===== src/rtl/ipp_defs.svh =====
// constants for the interrupt priority and pending block
// Summary of operation
// - masked levels never reach the processor
// - groups: A=0-1, B=2-4, C=5-7
// - three-bit code selects group order
// - eight read-only pending flags, zero at reset
// - two byte registers form 16-bit pointer
`ifndef IPP_DEFS_SVH
`define IPP_DEFS_SVH
`define IPP_OFS_PTR_HIGH 8'hda
`define IPP_OFS_PTR_LOW 8'hdb
`define IPP_OFS_PENDING 8'hdc
`define IPP_OFS_MASK 8'hdd
`define IPP_OFS_IRQ_STAT 8'he0
`define IPP_OFS_IRQ_CLR 8'he1
`define IPP_OFS_IRQ_EN 8'he2
`define IPP_OFS_GROUP_CFG 8'hff
`define IPP_CFG_CODE_LO 1
`define IPP_CFG_CODE_MID 4
`define IPP_CFG_CODE_HI 7
`define IPP_PENDING_RST 8'h00
`define IPP_MASK_RST 8'h00
`define IPP_CFG_RST 8'h00
`define IPP_PTR_RST 8'h00
`define IPP_EV_GRANT 0
`define IPP_EV_UNDEF 1
`endif


===== src/rtl/ipp_pkg.sv =====
// types for the interrupt priority and pending block
package ipp_pkg;
  typedef enum logic [1:0]
  {
    IPP_GRP_A = 2'h0,
    IPP_GRP_B = 2'h1,
    IPP_GRP_C = 2'h2,
    IPP_GRP_NONE = 2'h3
  } ipp_group_type;

  typedef enum logic [1:0]
  {
    IPP_IDLE = 2'h0,
    IPP_OFFER = 2'h1
  } ipp_state_type;

  typedef struct packed
  {
    ipp_state_type state;
    logic [7:0] pending;
    logic [7:0] mask;
    logic [7:0] cfg;
    logic [7:0] ptr_high;
    logic [7:0] ptr_low;
    logic [1:0] irq_stat;
    logic [1:0] irq_en;
    logic [7:0] rdata;
    logic req_valid;
    logic [2:0] req_level;
  } ipp_top_type;
endpackage : ipp_pkg


===== src/rtl/ipp_sel_if.sv =====
// carrier between the top and the priority resolver
`timescale 1ns/1ps
interface ipp_sel_if;
  logic [7:0] active;
  logic [2:0] code;
  logic found;
  logic [2:0] level;
  logic undefined;
  modport top (output active, output code, input found, input level, input undefined);
  modport sel (input active, input code, output found, output level, output undefined);
endinterface : ipp_sel_if


===== src/rtl/ipp_resolve.sv =====
// combinational group priority resolver
`timescale 1ns/1ps
module ipp_resolve
  import ipp_pkg::*;
(
  // request side
  ipp_sel_if.sel sel
);
  // lowest active level of a group; inside a group lower number first
  function automatic logic [3:0] ipp_pick(input logic [7:0] act, input ipp_group_type g);
    logic [3:0] r;
    r = 4'h0;
    case (g)
      IPP_GRP_A: r = act[0] ? 4'h8 : act[1] ? 4'h9 : 4'h0;
      IPP_GRP_B: r = act[2] ? 4'ha : act[3] ? 4'hb : act[4] ? 4'hc : 4'h0;
      IPP_GRP_C: r = act[5] ? 4'hd : act[6] ? 4'he : act[7] ? 4'hf : 4'h0;
      default: r = 4'h0;
    endcase
    return r;
  endfunction : ipp_pick

  ipp_group_type ord [3];
  logic [3:0] p0, p1, p2;

  always_comb
  begin
    // group order from the code
    ord[0] = IPP_GRP_A;
    ord[1] = IPP_GRP_B;
    ord[2] = IPP_GRP_C;
    sel.undefined = 1'b0;
    case (sel.code)
      3'h1: begin ord[0] = IPP_GRP_B; ord[1] = IPP_GRP_C; ord[2] = IPP_GRP_A; end
      3'h2: begin ord[0] = IPP_GRP_A; ord[1] = IPP_GRP_B; ord[2] = IPP_GRP_C; end
      3'h3: begin ord[0] = IPP_GRP_B; ord[1] = IPP_GRP_A; ord[2] = IPP_GRP_C; end
      3'h4: begin ord[0] = IPP_GRP_C; ord[1] = IPP_GRP_A; ord[2] = IPP_GRP_B; end
      3'h5: begin ord[0] = IPP_GRP_C; ord[1] = IPP_GRP_B; ord[2] = IPP_GRP_A; end
      3'h6: begin ord[0] = IPP_GRP_A; ord[1] = IPP_GRP_C; ord[2] = IPP_GRP_B; end
      default: sel.undefined = 1'b1;
    endcase
    p0 = ipp_pick(sel.active, ord[0]);
    p1 = ipp_pick(sel.active, ord[1]);
    p2 = ipp_pick(sel.active, ord[2]);
    // first group in order with an active level wins
    if (p0[3])
      sel.level = p0[2:0];
    else if (p1[3])
      sel.level = p1[2:0];
    else
      sel.level = p2[2:0];
    sel.found = p0[3] | p1[3] | p2[3];
  end
endmodule : ipp_resolve


===== src/rtl/ipp_top.sv =====
// interrupt pending flags, masking, group priority and pointer registers
`timescale 1ns/1ps
`include "ipp_defs.svh"
module ipp_top
  import ipp_pkg::*;
(
  // clock and reset
  input wire logic mclk,
  input wire logic nrst,
  // register port
  input wire logic [7:0] addr,
  input wire logic [7:0] wdata,
  input wire logic wr,
  input wire logic rd,
  output logic [7:0] rdata,
  // level sources and processor side
  input wire logic [7:0] src_req,
  input wire logic [7:0] src_done,
  output logic cpu_req,
  output logic [2:0] cpu_level,
  input wire logic cpu_ack,
  output logic [15:0] instr_ptr,
  // interrupt
  output logic irq
);
  ipp_top_type q, d;
  ipp_sel_if sel_c ();

  ipp_resolve u_resolve
  (
    .sel(sel_c.sel)
  );

  // ************************************************************
  // priority request path
  // ************************************************************
  assign sel_c.active = q.pending & q.mask;
  assign sel_c.code = {q.cfg[`IPP_CFG_CODE_HI], q.cfg[`IPP_CFG_CODE_MID],
    q.cfg[`IPP_CFG_CODE_LO]};

  always_comb
  begin
    logic [7:0] clr;
    logic [1:0] ev;
    clr = 8'h00;
    ev = 2'h0;
    d = q;
    d.rdata = 8'h00;
    // flags set by sources; a set beats a clear in the same cycle
    d.pending = (q.pending & ~src_done) | src_req;
    case (q.state)
      IPP_IDLE:
      begin
        if (sel_c.found)
        begin
          d.state = IPP_OFFER;
          d.req_valid = 1'b1;
          d.req_level = sel_c.level;
        end
      end
      IPP_OFFER:
      begin
        // withdraw if the level got masked or dropped
        if (cpu_ack || !sel_c.active[q.req_level])
        begin
          d.state = IPP_IDLE;
          d.req_valid = 1'b0;
          ev[`IPP_EV_GRANT] = cpu_ack;
        end
        else if (sel_c.level != q.req_level)
          d.req_level = sel_c.level;
      end
      default:
      begin
        d.state = IPP_IDLE;
        d.req_valid = 1'b0;
      end
    endcase
    ev[`IPP_EV_UNDEF] = sel_c.undefined && sel_c.found;
    // ************************************************************
    // register access
    // ************************************************************
    if (wr)
    begin
      case (addr)
        `IPP_OFS_PTR_HIGH: d.ptr_high = wdata;
        `IPP_OFS_PTR_LOW: d.ptr_low = wdata;
        `IPP_OFS_MASK: d.mask = wdata;
        `IPP_OFS_GROUP_CFG: d.cfg = wdata;
        `IPP_OFS_IRQ_CLR: clr = wdata;
        `IPP_OFS_IRQ_EN: d.irq_en = wdata[1:0];
        default: d.mask = q.mask;
      endcase
    end
    if (rd)
    begin
      case (addr)
        `IPP_OFS_PTR_HIGH: d.rdata = q.ptr_high;
        `IPP_OFS_PTR_LOW: d.rdata = q.ptr_low;
        `IPP_OFS_PENDING: d.rdata = q.pending;
        `IPP_OFS_MASK: d.rdata = q.mask;
        `IPP_OFS_GROUP_CFG: d.rdata = q.cfg;
        `IPP_OFS_IRQ_STAT: d.rdata = {6'h00, q.irq_stat};
        `IPP_OFS_IRQ_EN: d.rdata = {6'h00, q.irq_en};
        default: d.rdata = 8'h00;
      endcase
    end
    d.irq_stat = (q.irq_stat & ~clr[1:0]) | ev;
  end

  always_ff @(posedge mclk)
  begin
    if (!nrst)
    begin
      q.state <= IPP_IDLE;
      q.pending <= `IPP_PENDING_RST;
      q.mask <= `IPP_MASK_RST;
      q.cfg <= `IPP_CFG_RST;
      q.ptr_high <= `IPP_PTR_RST;
      q.ptr_low <= `IPP_PTR_RST;
      q.irq_stat <= 2'h0;
      q.irq_en <= 2'h0;
      q.rdata <= 8'h00;
      q.req_valid <= 1'b0;
      q.req_level <= 3'h0;
    end
    else
      q <= d;
  end

  assign rdata = q.rdata;
  assign cpu_req = q.req_valid & sel_c.active[q.req_level];
  assign cpu_level = q.req_level;
  assign instr_ptr = {q.ptr_high, q.ptr_low};
  assign irq = |(q.irq_stat & q.irq_en);

  // ************************************************************
  // checks
  // ************************************************************
  masked_no_req_a: assert property (@(posedge mclk) disable iff (!nrst)
    cpu_req |-> q.mask[cpu_level])
    else $error("request presented on a masked level");
  pend_reset_a: assert property (@(posedge mclk)
    !nrst |=> q.pending == 8'h00)
    else $error("pending flags not cleared by reset");
  pend_ro_a: assert property (@(posedge mclk) disable iff (!nrst)
    (wr && addr == `IPP_OFS_PENDING && src_req == 8'h00 && src_done == 8'h00)
    |=> q.pending == $past(q.pending))
    else $error("pending flags changed by a write");
  ptr_write_a: assert property (@(posedge mclk) disable iff (!nrst)
    (wr && addr == `IPP_OFS_PTR_LOW) |=> instr_ptr[7:0] == $past(wdata))
    else $error("pointer low byte not written");
  ptr_read_a: assert property (@(posedge mclk) disable iff (!nrst)
    (rd && addr == `IPP_OFS_PTR_HIGH) |=> rdata == $past(q.ptr_high))
    else $error("pointer high byte misread");
  order_bca_a: assert property (@(posedge mclk) disable iff (!nrst)
    (sel_c.code == 3'h1 && sel_c.active[2] && sel_c.active[5]) |-> sel_c.level == 3'h2)
    else $error("group B not above group C");
  order_cab_a: assert property (@(posedge mclk) disable iff (!nrst)
    (sel_c.code == 3'h4 && sel_c.active[0] && sel_c.active[7]) |-> sel_c.level >= 3'h5)
    else $error("group C not above group A");
  group_a_a: assert property (@(posedge mclk) disable iff (!nrst)
    (sel_c.active == 8'h02) |-> sel_c.found && sel_c.level == 3'h1)
    else $error("level one not resolved");
  offer_next_a: assert property (@(posedge mclk) disable iff (!nrst)
    (q.state == IPP_IDLE && sel_c.found) |=> q.req_valid ##0 q.req_level == $past(sel_c.level))
    else $error("winning level not offered");
endmodule : ipp_top


===== config.mk =====
export PLATFORM = sky130hd
export DESIGN_NAME = ipp_top
export DESIGN_NICKNAME = d
export VERILOG_FILES = /design/src/rtl/ipp_pkg.sv /design/src/rtl/ipp_sel_if.sv /design/src/rtl/ipp_resolve.sv /design/src/rtl/ipp_top.sv
export VERILOG_INCLUDE_DIRS = /design/src /design/src/rtl
export SDC_FILE = /design/constraint.sdc
export NUM_CORES = 1
export LEC_CHECK = 0
export BUFFER_PORTS_ARGS = -buffer_cell sky130_fd_sc_hd__buf_2
export CORE_MARGIN = 5
export CORE_UTILIZATION = 49
export CTS_CLUSTER_DIAMETER = 120
export CTS_CLUSTER_SIZE = 25
export DETAILED_ROUTE_END_ITERATION = 10
export PLACE_DENSITY = 0.76
export SLEW_MARGIN = 40
export SYNTH_ARGS = -nofsm -noshare
export SYNTH_HDL_FRONTEND = slang
export SYNTH_SLANG_ARGS = --single-unit

===== constraint.sdc =====
create_clock -name mclk -period 2 [get_ports mclk]
set_clock_uncertainty 0.2 [all_clocks]
set_input_delay 0.3 -clock mclk [delete_from_list [all_inputs] [get_ports mclk]]
set_output_delay 0.3 -clock mclk [all_outputs]
set_load 0.005 [all_outputs]

[Word level (Yosys, flattened, before mapping)]
Cells that the tools add are included.
Word-level totals
  output and inout port bits: 29
  flip-flop bits (word level): 58
Operators by class
  $lt $le $gt $ge: 1
  reductions and logical operators: 18
  bitwise logic cells: 11
  equal/unequal tests: 26
  mux-type cells: 31
Operators with widths (number)
  == test 8 bit, second input constant: 8
  case mux 8 bit (7 select lines): 1
  2-to-1 mux 4 bit: 9
  case mux 4 bit (3 select lines): 3
  case mux 6 bit (5 select lines): 1
  bitwise AND 8 bit: 2
  AND reduction 2 bit: 7
  2-to-1 mux 3 bit: 4
  == test 3 bit, second input constant: 3
  == test 2 x 1 -> 1 bit, second input constant: 4
  zero test 2 bit: 4
  2-to-1 mux 2 bit: 4
  inequality test 2 bit, second input constant: 4
  inverter 8 bit: 1
  OR 8 bit: 1
  == test 2 bit, second input constant: 3
  == test 3 x 2 -> 1 bit, second input constant: 2
  case mux 3 bit (2 select lines): 1
  OR reduction 6 bit: 1
  2-to-1 mux 1 bit: 5
  bitwise AND 2 bit: 2
  < comparator 3 x 4 -> 1 bit, second input constant: 1
  case mux 2 bit (2 select lines): 1
  AND reduction 4 bit: 1
  13 further kinds: 14

[Longest topological paths before layout]
Gate-level depths: netlist (run 1).
  depth after elaboration: 11
  depth in mapped cells: 8

[Cells and area by module]
A second synthesis (run 1) with hierarchy kept.
Second synthesis, totals
  cell total of the unflattened synthesis: 382
  area, all modules: 3434.5 um^2
By module, submodules not included
  ipp_top: cells an instance 312, area each 2947.8 um^2, instances 1
  ipp_resolve: cells an instance 70, area each 486.7 um^2, instances 1

[Worst setup path before layout (run 1)]
Ideal clock, no wire load.
  kind: reg-to-reg
  start point: register q[53] in the netlist's numbering
  end point: register q (netlist bit cpu_level[1])
  clock period less this slack: 2.041 ns
  arrival: 1.745 ns
  setup slack: -0.041 ns
  setup time: 0.096 ns
  cell stages (with the launch flop): 6
  path through: dfxtp_1 -> a222oi_1 -> nor2_1 -> a211o_1 -> a22o_1 -> o41ai_2
On the way
  longest elaborated chain between the ends: 8
RTL lines
  start: declaration: line ipp_top.sv:26  | ipp_top_type q, d;
  bitwise AND 8 bit *: line ipp_top.sv:37  | assign sel_c.active = q.pending & q.mask;
  2-to-1 mux 4 bit: line ipp_resolve.sv:16  | IPP_GRP_C: r = act[5] ? 4'hd : act[6] ? 4'he : act[7] ? 4'hf : 4'h0;
  case mux 4 bit (3 select lines): line ipp_resolve.sv:13  | case (g)
  2-to-1 mux 3 bit: line ipp_resolve.sv:47  | else if (p1[3])
  2-to-1 mux 3 bit: line ipp_resolve.sv:45  | if (p0[3])
  inequality test 3 bit / 2-to-1 mux 3 bit (equally long branches): line ipp_top.sv:70  | else if (sel_c.level != q.req_level)
  inequality test 2 bit (no line) / 2-to-1 mux 3 bit (equally long branches)
  AND reduction 4 bit (no line) / case mux 3 bit (2 select lines) (equally long branches)
Every way passes the cells marked *; elsewhere a longest branch is shown, timed or not. The select of a mux whose other input is x is not followed.
A chain may end at the register's enable or synchronous reset.

[Final worst setup path (run 1)]
  start point: register q (netlist bit cpu_level[0])
  end point: output port cpu_req
On the way
  longest elaborated chain between the ends: 3
RTL lines
  binary-select mux 1 bit (select 3 bit): line ipp_top.sv:132  | assign cpu_req = q.req_valid & sel_c.active[q.req_level];
  2-to-1 mux 1 bit (implied by the code): line ipp_top.sv:132
  bitwise AND 1 bit: line ipp_top.sv:132
  end: declaration: line ipp_top.sv:19  | output logic cpu_req,
Every way passes these cells. The select of a mux whose other input is x is not followed.

==> flow_summary.yaml, run 1 <==
global_route:
  grt.overflow.total: 0
  antenna_found_initial: 0
  grt_first_pass_wirelength_mm: 13.9
  grt_pass1_vias: 2885
  grt.total_usage_pct: 22.0
  grt_max_degree: 45
sta:
  slew_viol_final: 0
  max_slew_margin_pct: 58.2
  rsz0062_at_grt: "true"
  hold_viol: 0
  period_needed_ns: 2.16
  final.period_utilization_pct: 108
  setup_viol: 5
  finalSetupTns_ns: -0.347
  layout_setup_ws_ns: -0.165
  max_freq_mhz: 462
  worstMarginPinSlew_ns: 0.626
floorplanning:
  io_pins: 66
  core_um2: 5990
  die-area_um2: 7930
  row_count: 28
  die_h_um: 89.1
  dieWidth_um: 89.1
  start_util_pct: 51.1
setup_path:
  reg2reg_to: "cpu_level[2]"
  rrSetupSlack_ns: -0.07
  reg2reg_from: "cpu_level[0]"
  critPathKind: "reg2out"
  required_ns: 1.50
  crit_path_end_kind: "output port"
  start_kind: "flop"
  worstPathArrival_ns: 1.66
  rr_worst_depth: 7
  critPathMaxFanout: 6
placed_design:
  dp.final_hpwl_mm: 6.22
  gp_congestion: 0.864
  placed_area_um2: 3540
  dp.cells: 521
  portBuffers: 65
final_layout:
  final_cell_mix: "65 x buf_2, 50 x nor2_1, 50 x dfxtp_1"
  utilization_pct: 63.2
  final_common_cell: "buf_2"
  drive_gt1_share_pct: 31.6
  diodes: 0
  fin_cells: 537
  nNetsFinal: 498
  area_growth_pct: 23.6
  final_area_um2: 3790
logic_synthesis:
  synth_top_area_share_pct: 36.6
  avgSynthCellArea_um2: 7.91
  yosys-top-cells-area: "dfxtp_1 37%, mux2i_1 11%, a21oi_1 7.7%"
  syn_nets: 424
  synth_edf_count: 0
  synthFlopType: "dfxtp_1"
  postSynthCellCount: 387
  synthDistinctLibCells: 47
  ys_seq_area_share_pct: 36.6
  async_flop_share_pct: 0
  ys_warn_count: 0
  netlist_area_um2: 3060
  ys_ff_latch: 56
  synth.largest_area_cell: "dfxtp_1"
power_and_ir_drop:
  finalPower_w: 0.00190
  leakage_nw: 1.56
  max-vdd-ir-drop_uv: 450
  p_sw_w: 0.000459
  cellInternalPower_w: 0.00144
  power.share.clock_pct: 32.1
  p_comb_share_pct: 7.9
  seq_power_share_pct: 60.0
  swShare_pct: 24.1
  power_density_nw_per_um2: 502
drt:
  drt_iter0_markers: 265
  wl_per_cell_um: 15.5
  drc: 0
  met2RoutedLength_mm: 3.82
  first_pass_iters: 5
  wirelength_mm: 8.31
  wl_met3_um: 677
  drt-met1-wl_mm: 3.73
  routed_via_density: 5.67
  route.vias.total: 3043
  ant_nets: 0
  highest_layer: "met4"
min_path:
  holdPathStages: 3
  hold_path_startpoint: "src_req[4]"
  hold_class: "in2reg"
  min_to: "q[52]"
run_status:
  violations: "setup timing"
  status: "complete, but fails checks"
clock_network:
  htree_levels: 2
  clkTransAtPathRegs_ns: 0.10
  cts_tree: "done"
  cts_buffer_depth: 2
  clkLatencyLatePin_ns: 0.30
  root_buffer: "clkbuf_8"
  cts_sinks: 56
  cts_buffers: 5
flow_run:
  max_cap_violations: 0
power groups by stage:
stage / Clock, W / Combinational (W) / Sequential, W
2_1_floorplan: 0 / 0.0000674 / 0.00116
3_3_place_gp: 0 / 0.000141 / 0.00117
3_5_place_dp: 0 / 0.000143 / 0.00117
4_1_cts: 0.000622 / 0.000149 / 0.00114
5_1_grt: 0.000668 / 0.000165 / 0.00114
6_report: 0.000610 / 0.000151 / 0.00114
metrics by stage:
stage	setup slack, ns	hold slack (ns)
CTS	-0.154	0.000641
global placement	-0.0610	0.241
finish	-0.165	0.00300
detailed placement	-0.0730	0.251
floorplan	-0.0137	0.217
global route	-0.228	0.0152
cells in the mapped netlist, drive strengths merged, types with 2 or more instances:
library cell,instances
nor4,2
a32oi,3
o21a,2
nand4,2
o31ai,2
a21oi,47
nand2b,3
nand3b,3
o21ai,17
nand3,21
a221oi,4
nor2,52
buf,35
o211ai,2
nand2,36
nor3,2
a31oi,2
a22o,4
o22ai,7
a22oi,3
mux2i,35
inv,13
and2,2
dfxtp,56
clkbuf,15
cells by family after synthesis:
logic type,Yosys count,share of synthesized area [%]
DFF,56,36.6
muxes,36,12.2
and+or+nand+nor,128,18.4
buffers and inverters,63,11.4
AOI/OAI and AO/OA,104,21.5
worst max-delay path: stages, from the launching register on:
cell     delay [ns]
dfxtp_4        0.42
buf_6          0.14
o21ai_1        0.05
mux4_2         0.48
and2_1         0.15
buf_2          0.12
worst max path at each step:
stage / start / end
CTS: cpu_level[0] / cpu_req
detailed placement: cpu_level[0] / cpu_level[2]
finish: cpu_level[0] / cpu_req
global route: q[51] / cpu_req
global placement: cpu_level[0] / cpu_level[2]
floorplan: q[45] / cpu_level[1]
cell type report:
class / count / area [µm²]
fill: 526 / 2200
multi-input combinational: 268 / 1680
sequential: 56 / 1130
clock buffer: 6 / 72.6
inverter: 13 / 48.8
tap: 75 / 93.8
timing repair buffer: 117 / 743
clock inverter: 2 / 16.3
sequential cells by signal, summed over array words and instances, names as in the netlist:
register / flops
q: 29
instr_ptr: 16
rdata: 8
cpu_level: 3
metal layers:
layer / track usage (%) / vias up
met5: 0 / -
met3: 3.78 / 10
met2: 35.3 / 111
met1: 31.1 / 1430
li1: - / 1492
met4: 4.47 / 0
repair_timing:
item | in CTS | in global routing
setup endpoints to repair | 4 | 4
buffers inserted | 4 | 1
resized for setup | 18 | 10
hold endpoints to repair | 3 | 0
hold buffers | 3 | 0
pin swaps | 3 | 4
No activity file was read; power rests on OpenSTA's default activity.
==> inputs of run 2 (changes only) <==
CORE_ASPECT_RATIO = 1.4   (was default)
==> flow_summary.yaml, run 2 (same netlist as run 1, synthesis figures left out) <==
placed_design:
  dp.final_hpwl_mm: 6.58
  portBuffers: 65
  dp.cells: 510
  gp_congestion: 0.919
  preCtsSetupSlack_ns: -0.0604
drt:
  routed_via_density: 5.76
  drt_iter0_markers: 191
  ant_nets: 0
  wl_per_cell_um: 16.7
  first_pass_iters: 4
  drc: 0
  route.vias.total: 3059
  wirelength_mm: 8.87
clock_network:
  cts_tree: "done"
  root_buffer: "clkbuf_8"
  htree_levels: 2
  cts_buffers: 5
  clkLatencyLatePin_ns: 0.31
  cts_sinks: 56
  clkTransAtPathRegs_ns: 0.10
  cts_buffer_depth: 2
power_and_ir_drop:
  max-vdd-ir-drop_uv: 542
  leakage_nw: 1.56
  finalPower_w: 0.00206
  power_density_nw_per_um2: 543
setup_path:
  required_ns: 1.50
  critical-path-slowest-cell: "mux4_2"
  crit_path_end_kind: "output port"
  critPathKind: "reg2out"
  worstPathArrival_ns: 1.65
  critPathMaxFanout: 6
  crit_path_frequent_cell: "buf_6"
  cp_cell_sequence: "buf_6 > o21ai_2 > mux4_2 > and2_4 > buf_6"
  start_kind: "flop"
  crit_path_max_incr_delay_ns: 0.48
sta:
  whs_ns: -0.00408
  max_freq_mhz: 465
  layout_setup_ws_ns: -0.151
  period_needed_ns: 2.15
  rsz0062_at_grt: "true"
  worstMarginPinSlew_ns: 0.659
  setup_viol: 4
  slew_viol_final: 0
  finalSetupTns_ns: -0.326
  hold_viol: 1
  final.period_utilization_pct: 108
  max_slew_margin_pct: 56.0
final_layout:
  drive_gt1_share_pct: 31.8
  nFillCells: 551
  nNetsFinal: 495
  largest_reg_flops: 29
  area_growth_pct: 24.1
  seqCellArea_um2: 1130
  regMostFlops: "q"
  fin_cells: 531
  final_cell_mix: "64 x buf_2, 50 x nor2_1, 47 x dfxtp_1"
  diodes: 0
  final_common_cell: "buf_2"
  multi_input_area_um2: 1670
global_route:
  grt_max_degree: 32
  antenna_found_initial: 0
  grt.overflow.total: 0
  grt.total_usage_pct: 22.4
  grt_first_pass_wirelength_mm: 14.9
  grt_pass1_vias: 3108
flow_run:
  max_cap_violations: 0
floorplanning:
  core_um2: 6170
  start_util_pct: 49.7
  io_pins: 66
  die_h_um: 104
  die-area_um2: 7950
  dieWidth_um: 76.8
  row_count: 34
min_path:
  hold_class: "in2reg"
run_status:
  violations: "hold timing, setup timing"
  status: "complete, but fails checks"
run 2: cell types whose count changed in the layout (fill, tap and decap cells not counted), sizes merged:
cell,change
clkinvlp,-1
dlygate4sd3,+2
buf,-5
clkbuf,-1
bufinv,+1
clkinv,+1
run 2: through the flow:
step / cell area [µm²] / util, %
floorplan: 3070 / -
global placement: 3470 / 56.3
detailed placement: 3480 / 56.4
CTS: 3710 / 60.2
global route: 3800 / 61.6
finish: 3800 / 61.6
run 2: metal layers:
metal	track usage, %	up-vias	share of wire, %
met2	41.1	98	54
met4	9.88	0	3.0
li1	-	1483	-
met1	25.2	1457	39
met5	0	-	0
met3	2.95	21	4.4
run 2: timing repair:
item / CTS / global route
resized for setup: 13 / 16
pin swaps: 2 / 6
hold endpoints to repair: 5 / 0
hold buffers: 5 / 0
setup endpoints to repair: 4 / 4
setup buffers: 6 / 2
run 2: report_power, final:
part / internal, W / switching (W) / leakage [nW]
Clock: 0.000378 / 0.000390 / 0.0583
Combinational: 0.0000690 / 0.0000853 / 1.05
Sequential: 0.00113 / 0.0000152 / 0.457
Total: 0.00157 / 0.000490 / 1.56
run 2: final cells by class:
| type | count | area share, % |
|---|---|---|
| repair buffers | 114 | 19.5 |
| inverters | 13 | 1.28 |
| clock buffers | 5 | 1.81 |
| well taps | 72 | 2.37 |
| clock inverters | 3 | 1.25 |
| multi-input cells | 268 | 43.9 |
| flip-flops and latches | 56 | 29.9 |
run 2: critical path: cells and delay by family (launching register included):
family / cells / cell delay [ns]
multiplexers: 1 / 0.48
flip-flops: 1 / 0.40
buffers and inverters: 2 / 0.23
AND/OR/NAND/NOR: 1 / 0.18
AO/OA/AOI/OAI: 1 / 0.05
run 2: worst paths after layout:
| check | end | slack, ns | depth (start not counted) | from |
|---|---|---|---|---|
| max | cpu_req | -0.15 | 5 | cpu_level[0] |
| min | q[55] | -0.004 | 3 | src_req[7] |
| max reg2reg | cpu_level[2] | -0.10 | 7 | q[53] |
| min reg2reg | q[35] | 0.26 | 2 | q[35] |
